==> config.mk <==
export PLATFORM = sky130hd
export DESIGN_NAME = ifsr_top
export DESIGN_NICKNAME = d
export VERILOG_FILES = /design/src/ifsr_pkg.sv /design/src/ifsr_top.sv
export SDC_FILE = /design/constraint.sdc
export NUM_CORES = 1
export LEC_CHECK = 0
export ABC_AREA = 1
export BUFFER_PORTS_ARGS = -buffer_cell sky130_fd_sc_hd__buf_2
export CAP_MARGIN = 40
export CORE_MARGIN = 5
export CORE_UTILIZATION = 35
export DETAILED_ROUTE_END_ITERATION = 10
export PLACE_DENSITY_LB_ADDON = 0.1
export SYNTH_ARGS = -nofsm -noshare
export SYNTH_HDL_FRONTEND = slang
export SYNTH_SLANG_ARGS = --single-unit
==> constraint.sdc <==
create_clock -name mclk_i -period 2.7 [get_ports mclk_i]
set_clock_uncertainty 0.15 [all_clocks]
set_input_delay 0.54 -clock mclk_i [delete_from_list [all_inputs] [get_ports mclk_i]]
set_output_delay 0.54 -clock mclk_i [all_outputs]
set_load 0.02 [all_outputs]
==> src/ifsr_pkg.sv <==
package ifsr_pkg;

    // Register word offsets (byte addresses)
    localparam logic [11:0] IFSR_OFS_FLAGS_ZERO = 12'h000;
    localparam logic [11:0] IFSR_OFS_FLAGS_ONE  = 12'h004;
    localparam logic [11:0] IFSR_OFS_MASK_ZERO  = 12'h008;
    localparam logic [11:0] IFSR_OFS_MASK_ONE   = 12'h00c;
    localparam logic [11:0] IFSR_OFS_CLR_ZERO   = 12'h010;
    localparam logic [11:0] IFSR_OFS_CLR_ONE    = 12'h014;

    // Reset values
    localparam logic [15:0] IFSR_FLAGS_RST = 16'h0000;
    localparam logic [15:0] IFSR_MASK_RST  = 16'h0000;
    localparam logic [31:0] IFSR_RDATA_RST = 32'h0000_0000;

    // Implemented bit maps; small variants lose the second serial port, fourth timer, third unit
    localparam logic [15:0] IFSR_IMPL_ZERO       = 16'hb9cd;
    localparam logic [15:0] IFSR_IMPL_ONE_LARGE  = 16'hea1f;
    localparam logic [15:0] IFSR_IMPL_ONE_SMALL  = 16'h201f;

    // Flag positions in register zero
    localparam int IFSR_B0_NVM_OP   = 15;
    localparam int IFSR_B0_ADC_DONE = 13;
    localparam int IFSR_B0_SER_A_TX = 12;
    localparam int IFSR_B0_SER_A_RX = 11;
    localparam int IFSR_B0_TIMER_C  = 8;
    localparam int IFSR_B0_TIMER_B  = 7;
    localparam int IFSR_B0_CAPCMP_B = 6;
    localparam int IFSR_B0_TIMER_A  = 3;
    localparam int IFSR_B0_CAPCMP_A = 2;
    localparam int IFSR_B0_EXT_ZERO = 0;

    // Flag positions in register one
    localparam int IFSR_B1_SER_B_TX = 15;
    localparam int IFSR_B1_SER_B_RX = 14;
    localparam int IFSR_B1_EXT_TWO  = 13;
    localparam int IFSR_B1_TIMER_D  = 11;
    localparam int IFSR_B1_CAPCMP_C = 9;
    localparam int IFSR_B1_EXT_ONE  = 4;
    localparam int IFSR_B1_PIN_CHG  = 3;
    localparam int IFSR_B1_COMPARE  = 2;
    localparam int IFSR_B1_SYNC_COL = 1;
    localparam int IFSR_B1_SYNC_EVT = 0;

    // AHB-Lite encodings
    localparam logic [1:0] IFSR_HTRANS_NONSEQ = 2'h2;
    localparam logic [1:0] IFSR_HTRANS_SEQ    = 2'h3;
    localparam logic       IFSR_HRESP_OKAY    = 1'h0;

    // One-cycle request pulses from the peripherals, same clock domain
    typedef struct packed {
        logic nvm_op;
        logic adc_done;
        logic serial_a_tx;
        logic serial_a_rx;
        logic timer_c;
        logic timer_b;
        logic capcmp_b;
        logic timer_a;
        logic capcmp_a;
        logic ext_pin_zero;
        logic serial_b_tx;
        logic serial_b_rx;
        logic ext_pin_two;
        logic timer_d;
        logic capcmp_c;
        logic ext_pin_one;
        logic pin_change;
        logic comparator;
        logic sync_port_a_collision;
        logic sync_port_a_event;
    } ifsr_req_t;

    // Write kinds held from address phase to data phase
    typedef enum logic [2:0] {
        IFSR_WR_NONE  = 3'b000,
        IFSR_WR_FLG0  = 3'b001,
        IFSR_WR_FLG1  = 3'b010,
        IFSR_WR_MSK0  = 3'b011,
        IFSR_WR_MSK1  = 3'b100,
        IFSR_WR_CLR0  = 3'b101,
        IFSR_WR_CLR1  = 3'b110
    } ifsr_wr_t;

    typedef struct packed {
        logic [15:0] flags_zero;
        logic [15:0] flags_one;
        logic [15:0] mask_zero;
        logic [15:0] mask_one;
        ifsr_wr_t    wr_kind;
        logic [31:0] hrdata;
        logic        irq;
    } ifsr_state_t;

endpackage : ifsr_pkg

==> src/ifsr_top.sv <==
`timescale 1ns/1ps
// Contract
// - A flag reads 1 once its source requested an interrupt, else 0.
// - All implemented flags are software readable and writable, zero after reset.
// - Unimplemented positions of both flag registers always read zero.
// - Register zero bit 15 latches the memory operation request.
// - Register zero bit 13 latches the conversion complete request.
// - Register zero bits 12 and 11 hold serial port A transmit and receive.
// - Register zero bits 8, 7, 3 hold timers C, B and A.
// - Register zero bits 6 and 2 hold capture/compare units B and A.
// - Register zero bit 0 latches external pin zero.
// - Register one bits 15 and 14 hold serial port B transmit and receive.
// - Register one bit 13 holds external pin two, bit 4 pin one.
// - Register one bit 11 holds timer D, bit 9 capture/compare unit C.
// - Register one bit 3 holds pin change, bit 2 comparator.
// - Register one bit 1 holds sync port collision, bit 0 its event.
// - Small variants leave serial B, timer D and unit C flags unimplemented.
// - Flag order follows the sources' natural vector order.
module ifsr_top
    import ifsr_pkg::*;
#(
    parameter bit LARGE_VARIANT = 1'b1,  // Full part with second serial port
    parameter int ADDR_W        = 12     // Decoded address width
) (
    input  wire logic              mclk_i,       // System clock, 100 MHz
    input  wire logic              rst_i,        // Async reset, active high
    input  wire logic              hsel_i,       // Slave select
    input  wire logic [ADDR_W-1:0] haddr_i,      // Byte address
    input  wire logic [1:0]        htrans_i,     // Transfer type
    input  wire logic              hwrite_i,     // Write when high
    input  wire logic [2:0]        hsize_i,      // Transfer size
    input  wire logic [31:0]       hwdata_i,     // Write data
    input  wire logic              hready_i,     // Bus ready
    input  wire ifsr_req_t         req_i,        // Request pulses
    output logic [31:0]            hrdata_o,     // Read data
    output logic                   hreadyout_o,  // Slave ready
    output logic                   hresp_o,      // Response, always OKAY
    output logic [15:0]            flags_zero_o, // Flags to enable stage
    output logic [15:0]            flags_one_o,  // Flags to enable stage
    output logic                   irq_o         // Level interrupt
);

    localparam logic [15:0] IMPL_ONE = LARGE_VARIANT ? IFSR_IMPL_ONE_LARGE : IFSR_IMPL_ONE_SMALL;

    ifsr_state_t st_q;
    ifsr_state_t st_d;
    logic [15:0] set_zero;
    logic [15:0] set_one;
    logic        access;
    logic [11:0] addr_ofs;

    // Scatter request pulses to their flag positions, in vector order
    always_comb begin
        set_zero = 16'h0000;
        set_one  = 16'h0000;
        set_zero[IFSR_B0_NVM_OP]   = req_i.nvm_op;
        set_zero[IFSR_B0_ADC_DONE] = req_i.adc_done;
        set_zero[IFSR_B0_SER_A_TX] = req_i.serial_a_tx;
        set_zero[IFSR_B0_SER_A_RX] = req_i.serial_a_rx;
        set_zero[IFSR_B0_TIMER_C]  = req_i.timer_c;
        set_zero[IFSR_B0_TIMER_B]  = req_i.timer_b;
        set_zero[IFSR_B0_CAPCMP_B] = req_i.capcmp_b;
        set_zero[IFSR_B0_TIMER_A]  = req_i.timer_a;
        set_zero[IFSR_B0_CAPCMP_A] = req_i.capcmp_a;
        set_zero[IFSR_B0_EXT_ZERO] = req_i.ext_pin_zero;
        set_one[IFSR_B1_SER_B_TX]  = req_i.serial_b_tx;
        set_one[IFSR_B1_SER_B_RX]  = req_i.serial_b_rx;
        set_one[IFSR_B1_EXT_TWO]   = req_i.ext_pin_two;
        set_one[IFSR_B1_TIMER_D]   = req_i.timer_d;
        set_one[IFSR_B1_CAPCMP_C]  = req_i.capcmp_c;
        set_one[IFSR_B1_EXT_ONE]   = req_i.ext_pin_one;
        set_one[IFSR_B1_PIN_CHG]   = req_i.pin_change;
        set_one[IFSR_B1_COMPARE]   = req_i.comparator;
        set_one[IFSR_B1_SYNC_COL]  = req_i.sync_port_a_collision;
        set_one[IFSR_B1_SYNC_EVT]  = req_i.sync_port_a_event;
    end

    // Address phase accepted when selected, ready and NONSEQ or SEQ
    assign access   = hsel_i && hready_i && (htrans_i == IFSR_HTRANS_NONSEQ || htrans_i == IFSR_HTRANS_SEQ);
    assign addr_ofs = 12'(haddr_i);

    // Next state: data-phase write first, then hardware sets on top so a set always wins
    always_comb begin
        st_d = st_q;
        case (st_q.wr_kind)
            IFSR_WR_FLG0: st_d.flags_zero = hwdata_i[15:0];
            IFSR_WR_FLG1: st_d.flags_one  = hwdata_i[15:0];
            IFSR_WR_MSK0: st_d.mask_zero  = hwdata_i[15:0];
            IFSR_WR_MSK1: st_d.mask_one   = hwdata_i[15:0];
            IFSR_WR_CLR0: st_d.flags_zero = st_q.flags_zero & ~hwdata_i[15:0];
            IFSR_WR_CLR1: st_d.flags_one  = st_q.flags_one & ~hwdata_i[15:0];
            IFSR_WR_NONE: st_d.flags_zero = st_q.flags_zero;
            default:      st_d.flags_zero = st_q.flags_zero;
        endcase
        st_d.flags_zero = (st_d.flags_zero | set_zero) & IFSR_IMPL_ZERO;
        st_d.flags_one  = (st_d.flags_one | set_one) & IMPL_ONE;
        st_d.mask_zero  = st_d.mask_zero & IFSR_IMPL_ZERO;
        st_d.mask_one   = st_d.mask_one & IMPL_ONE;
        // Level interrupt tracks the registered flags and masks together
        st_d.irq        = |((st_d.flags_zero & st_d.mask_zero) | (st_d.flags_one & st_d.mask_one));
        // Latch write target; a read samples the post-write value so back-to-back traffic is coherent
        st_d.wr_kind    = IFSR_WR_NONE;
        if (access && hwrite_i) begin
            case (addr_ofs)
                IFSR_OFS_FLAGS_ZERO: st_d.wr_kind = IFSR_WR_FLG0;
                IFSR_OFS_FLAGS_ONE:  st_d.wr_kind = IFSR_WR_FLG1;
                IFSR_OFS_MASK_ZERO:  st_d.wr_kind = IFSR_WR_MSK0;
                IFSR_OFS_MASK_ONE:   st_d.wr_kind = IFSR_WR_MSK1;
                IFSR_OFS_CLR_ZERO:   st_d.wr_kind = IFSR_WR_CLR0;
                IFSR_OFS_CLR_ONE:    st_d.wr_kind = IFSR_WR_CLR1;
                default:             st_d.wr_kind = IFSR_WR_NONE;
            endcase
        end
        if (access && !hwrite_i) begin
            case (addr_ofs)
                IFSR_OFS_FLAGS_ZERO: st_d.hrdata = {16'h0000, st_d.flags_zero};
                IFSR_OFS_FLAGS_ONE:  st_d.hrdata = {16'h0000, st_d.flags_one};
                IFSR_OFS_MASK_ZERO:  st_d.hrdata = {16'h0000, st_d.mask_zero};
                IFSR_OFS_MASK_ONE:   st_d.hrdata = {16'h0000, st_d.mask_one};
                default:             st_d.hrdata = IFSR_RDATA_RST;
            endcase
        end
    end

    // Single state register; no wait states are ever inserted
    always_ff @(posedge mclk_i or posedge rst_i) begin
        if (rst_i) begin
            st_q.flags_zero <= IFSR_FLAGS_RST;
            st_q.flags_one  <= IFSR_FLAGS_RST;
            st_q.mask_zero  <= IFSR_MASK_RST;
            st_q.mask_one   <= IFSR_MASK_RST;
            st_q.wr_kind    <= IFSR_WR_NONE;
            st_q.hrdata     <= IFSR_RDATA_RST;
            st_q.irq        <= 1'b0;
        end else begin
            st_q <= st_d;
        end
    end

    // Ready and response are constant flops so every output is registered
    always_ff @(posedge mclk_i or posedge rst_i) begin
        if (rst_i) begin
            hreadyout_o <= 1'b1;
            hresp_o     <= IFSR_HRESP_OKAY;
        end else begin
            hreadyout_o <= 1'b1;
            hresp_o     <= IFSR_HRESP_OKAY;
        end
    end

    assign hrdata_o     = st_q.hrdata;
    assign flags_zero_o = st_q.flags_zero;
    assign flags_one_o  = st_q.flags_one;
    assign irq_o        = st_q.irq;

    // Masks seen by the checks; declared ahead of the first property that reads them
    logic [15:0] mask_zero_w;
    logic [15:0] mask_one_w;
    assign mask_zero_w = st_q.mask_zero;
    assign mask_one_w  = st_q.mask_one;
endmodule : ifsr_top

Word level (Yosys, flattened, before mapping)
Cells that the tools add are included.
- flip-flop bits (word level): 76
- input bits: 74
- output and inout bits: 67
- logic and storage cells: 43
- equal/unequal tests: 13
- multiplexer cells: 7
- bitwise operators: 8
- reductions and logical operators: 8
- operators by type and width (kind ; count):
    $and 16x16->16 ; 4
    $pmux 16 s2 ; 2
    $pmux 16 s4 ; 1
    $or 16x16->16 ; 3
    $mux 16 ; 2
    $eq 12x4->1 const B ; 2
    $eq 12x5->1 const B ; 2
    $pmux 3 s6 ; 1
    $not 16->16 ; 1
    $reduce_or 16->1 ; 1
    $eq 12x3->1 const B ; 1
    $logic_not 12->1 ; 1
    $eq 3x3->1 const B ; 3
    $eq 3x2->1 const B ; 2
    $eq 2x2->1 const B ; 2
    $logic_and 1x1->1 ; 4
    $eq 3x1->1 const B ; 1
    $mux 3 ; 1
    $logic_not 1->1 ; 1
    $logic_or 1x1->1 ; 1

Depth between registers and ports, before layout
- word-level depth: 7
- mapped depth: 12
- gate-level depth less buffers: 11

Worst setup path after synthesis
OpenSTA, ideal clock, no wires.
- path type: input port to flip-flop
- start: in haddr_i[5]
- end: reg st_q, in the netlist hrdata_o[11]
- setup time: 0.066 ns
- arrival time: 1.552 ns
- required time: 2.484 ns
- path slack: 0.932 ns
- cell stages on the path: 8
- buffers on the path: 1
- path through: nor3_2 nand2_1 nor2_1 buf_2 nand3_1 nand4_1 nand2_1 nand2_1
- longest elaborated chain between the ends: 2
- elaborated cells on any way between the ends: 5
- classes of those cells: eq/ne (3); mux (1); reduce/logical (1)
- ends and longest elaborated chain (element ; RTL line ; RTL):
    start: declaration ; ifsr_top.sv:28 ; input wire logic [ADDR_W-1:0] haddr_i,
    $eq 12x4->1, or another cell as far along ; ifsr_top.sv:115 ; case (addr_ofs)
    $pmux 16 s4 * ; ifsr_top.sv:115 ;
    end signal: assignment ; ifsr_top.sv:136 ; st_q <= st_d;
    end: declaration ; ifsr_top.sv:45 ; ifsr_state_t st_q;
Every way passes the cells marked *; elsewhere a longest branch is shown, timed or not.
A chain may end at the register's enable or synchronous reset.

==> results.sh <==
export IMPL_synth_area_mm2=0.00353
export IMPL_chipWidth_um=110
export IMPL_post_place_ws_ns=0.550
export IMPL_fin_crit_sh=0.763
export IMPL_drt_iter0_markers=160
export IMPL_placementRows=36
export IMPL_critical_path_endpoint_type="flip-flop"
export IMPL_cts_root_buffer="clkbuf_8"
export IMPL_grt_use_total=0.162
export IMPL_reg2reg_setup_slack_ns=0.64
export IMPL_synth_top_cell_area_share=0.412
export IMPL_dpl_hpwl_mm=7.01
export IMPL_p_per_area_mw_per_mm2=492
export IMPL_finalHoldViolations=0
export IMPL_n_fill_cell=1081
export IMPL_drc_errors=0
export IMPL_synth_edf_count=0
export IMPL_final_cell_area_mm2=0.00403
export IMPL_areaGrowthSynthToFinish_pct=14.2
export IMPL_synth_top_cells_by_area="dfrtp_1, nand2_1, buf_4"
export IMPL_synth_most_common_cell="nand2_1"
export IMPL_synthFlopType="dfrtp_1"
export IMPL_dr_pass1_iters=5
export IMPL_grt_pass1_vias=2994
export IMPL_cp_start_kind="flip-flop"
export IMPL_wl_per_cell_um=13.5
export IMPL_portBuffers=86
export IMPL_p_leak_nw=2.25
export IMPL_fin_ws_ns=0.641
export IMPL_critPathSlowestCell="dfrtp_1"
export IMPL_vdd_drop_max_v=0.000212
export IMPL_required_ns=2.79
export IMPL_finalSetupTns_ns=0
export IMPL_ys_warn_count=0
export IMPL_r2r_start="st_q[35]"
export IMPL_async_flop_share=1.00
export IMPL_synth_common_cells="nand2_1, buf_4, dfrtp_1"
export IMPL_netlist_instances=488
export IMPL_core_area_mm2=0.00982
export IMPL_layout_nets=625
export IMPL_ant_nets=0
export IMPL_cpPeakStageDelay_ns=0.52
export IMPL_clkTransAtPathRegs_ns=0.08
export IMPL_start_util=0.359
export IMPL_clockBufferDepth=2
export IMPL_setup_viol=0
export IMPL_min_path_type="in -> async"
export IMPL_clkLatencyLatePin_ns=0.35
export IMPL_ys_seq_area_frac=0.412
export IMPL_final_min_clock_period_ns=2.06
export IMPL_postCtsHoldBufs=0
export IMPL_place_gp_congestion=0.832
export IMPL_io_pins=141
export IMPL_rsz0062_at_grt="false"
export IMPL_maxSlewViolCount=0
export IMPL_p_total_w=0.00198
export IMPL_place_area_mm2=0.00379
export IMPL_cts_buffers_inserted=9
export IMPL_die_area_mm2=0.0122
export IMPL_htreeDepth=3
export IMPL_reg2regPathDepth=11
export IMPL_cts_tree="yes"
export IMPL_status="finished clean"
export IMPL_worst_pin_slew_ns=0.560
export IMPL_synth_seq_cells=58
export IMPL_final_layout_size_suffix_gt1_frac=0.237
export IMPL_arrival_ns=2.15
export IMPL_critPathMostFrequentCell="nand2_1"
export IMPL_final_core_util=0.410
export IMPL_max_freq_mhz=486
export IMPL_grt_pass1_wl_mm=14.7
export IMPL_grt_max_degree=40
export IMPL_critPathKind="reg -> reg"
export IMPL_antenna_cells=0
export IMPL_grt_antenna_before_repair=0
export IMPL_max_slew_margin=0.624
export IMPL_ys_types=24
export IMPL_grt_overflow=0
export IMPL_path_cells="inv_2 -> nand3_1 -> buf_4 -> nand2_1 -> o21ai_1 -> nand2_1 -> nand2_1 -> nor2_1 -> nand2_1 -> nor2_1 -> nand2_1"
export IMPL_viasPerCell=4.47
export IMPL_post_cts_setup_buffers=0
export IMPL_synth_top_cell_by_area="dfrtp_1"
export IMPL_syn_area_per_cell_um2=7.23
export IMPL_vias=3077
export IMPL_clkSinkCount=58
export IMPL_fp_dieH_um=110
export IMPL_cts_resized=0
export IMPL_routed_wl_mm=9.32
export IMPL_r2r_end="irq_o"
export IMPL_path_max_fanout=14
export IMPL_max_cap_viol_count=0
[critical path: cells and delay by family, from the launching register on]
family	cells	cell delay [ns]
AOI/OAI and AO/OA	1	0.10
buffers and inverters	2	0.54
DFF	1	0.52
and+or+nand+nor	8	0.64
[layout make-up]
cell class	count	area (µm²)	share of cell area
Clock buffer	10	128	0.0317
Clock inverter	6	105	0.0261
Inverter	48	180	0.0448
Multi-Input combinational cell	337	1470	0.365
Sequential cell	58	1450	0.361
Tap cell	133	166	0.0413
Timing Repair Buffer	97	526	0.131
[worst max-delay path by stage]
stage	end	startpoint	slack, ns	depth (start not counted)
after floorplan	flags_one_o[0]	rst_i	0.58	1
after global routing	irq_o	st_q[35]	0.42	11
after detailed placement	hrdata_o[15]	haddr_i[5]	0.55	9
after CTS	irq_o	st_q[35]	0.59	11
after global placement	hrdata_o[15]	haddr_i[5]	0.57	9
final	irq_o	st_q[35]	0.64	11
[state kept, by name (all words and copies together), names as in the netlist]
register / count
st_q: 3
flags_zero_o: 10
mask_one_w: 10
mask_zero_w: 10
flags_one_o: 10
hrdata_o: 14
irq_o: 1
[where the power goes]
group	internal, W	leakage, nW	total [W]	switching (W)
logic	0.0000391	1.53	0.000140	0.000101
registers	0.000869	0.596	0.000870	0.000000216
clock network	0.000609	0.120	0.000971	0.000363
total	0.00152	2.25	0.00198	0.000464
[stage by stage]
| step | instances | hold slack [ns] |
|---|---|---|
| after floorplan | 518 | 0.300 |
| after global placement | 673 | 0.314 |
| after detailed placement | 673 | 0.313 |
| after CTS | 689 | 0.0638 |
| after global routing | 689 | 0.0927 |
| final | 689 | 0.0628 |
[placed cells by master (no fill, tap or decap), types with 2 or more instances in the layout]
cell	count
nand2_1	178
buf_2	86
dfrtp_1	58
nand3_1	46
inv_1	41
conb_1	32
o21ai_1	24
nor2_1	18
buf_4	10
clkbuf_8	9
a21oi_1	7
inv_2	6
o21ai_0	6
nand4_1	6
nor3_2	5
nor2_2	4
bufinv_16	3
clkinv_2	3
nand2_2	2
nor2_4	2
nor4_1	2
nand3b_1	2
[cell families (layout without fill, tap and decap cells)]
| family | after synthesis | in the layout | share of synthesized area |
|---|---|---|---|
| AO/OA/AOI/OAI | 38 | 38 | 0.0547 |
| flip-flops | 58 | 58 | 0.412 |
| other | 2 | 32 | 0.00213 |
| buffers and inverters | 123 | 161 | 0.204 |
| AND/OR/NAND/NOR | 267 | 267 | 0.328 |
[layer usage]
metal,up-vias,routed length [µm],GRT usage
met2,104,4220,0.250
met3,10,616,0.0384
li1,1556,-,-
met5,-,0,0
met4,0,87,0.0501
met1,1407,4400,0.225
Note: power is estimated with default switching activity, not from simulation.
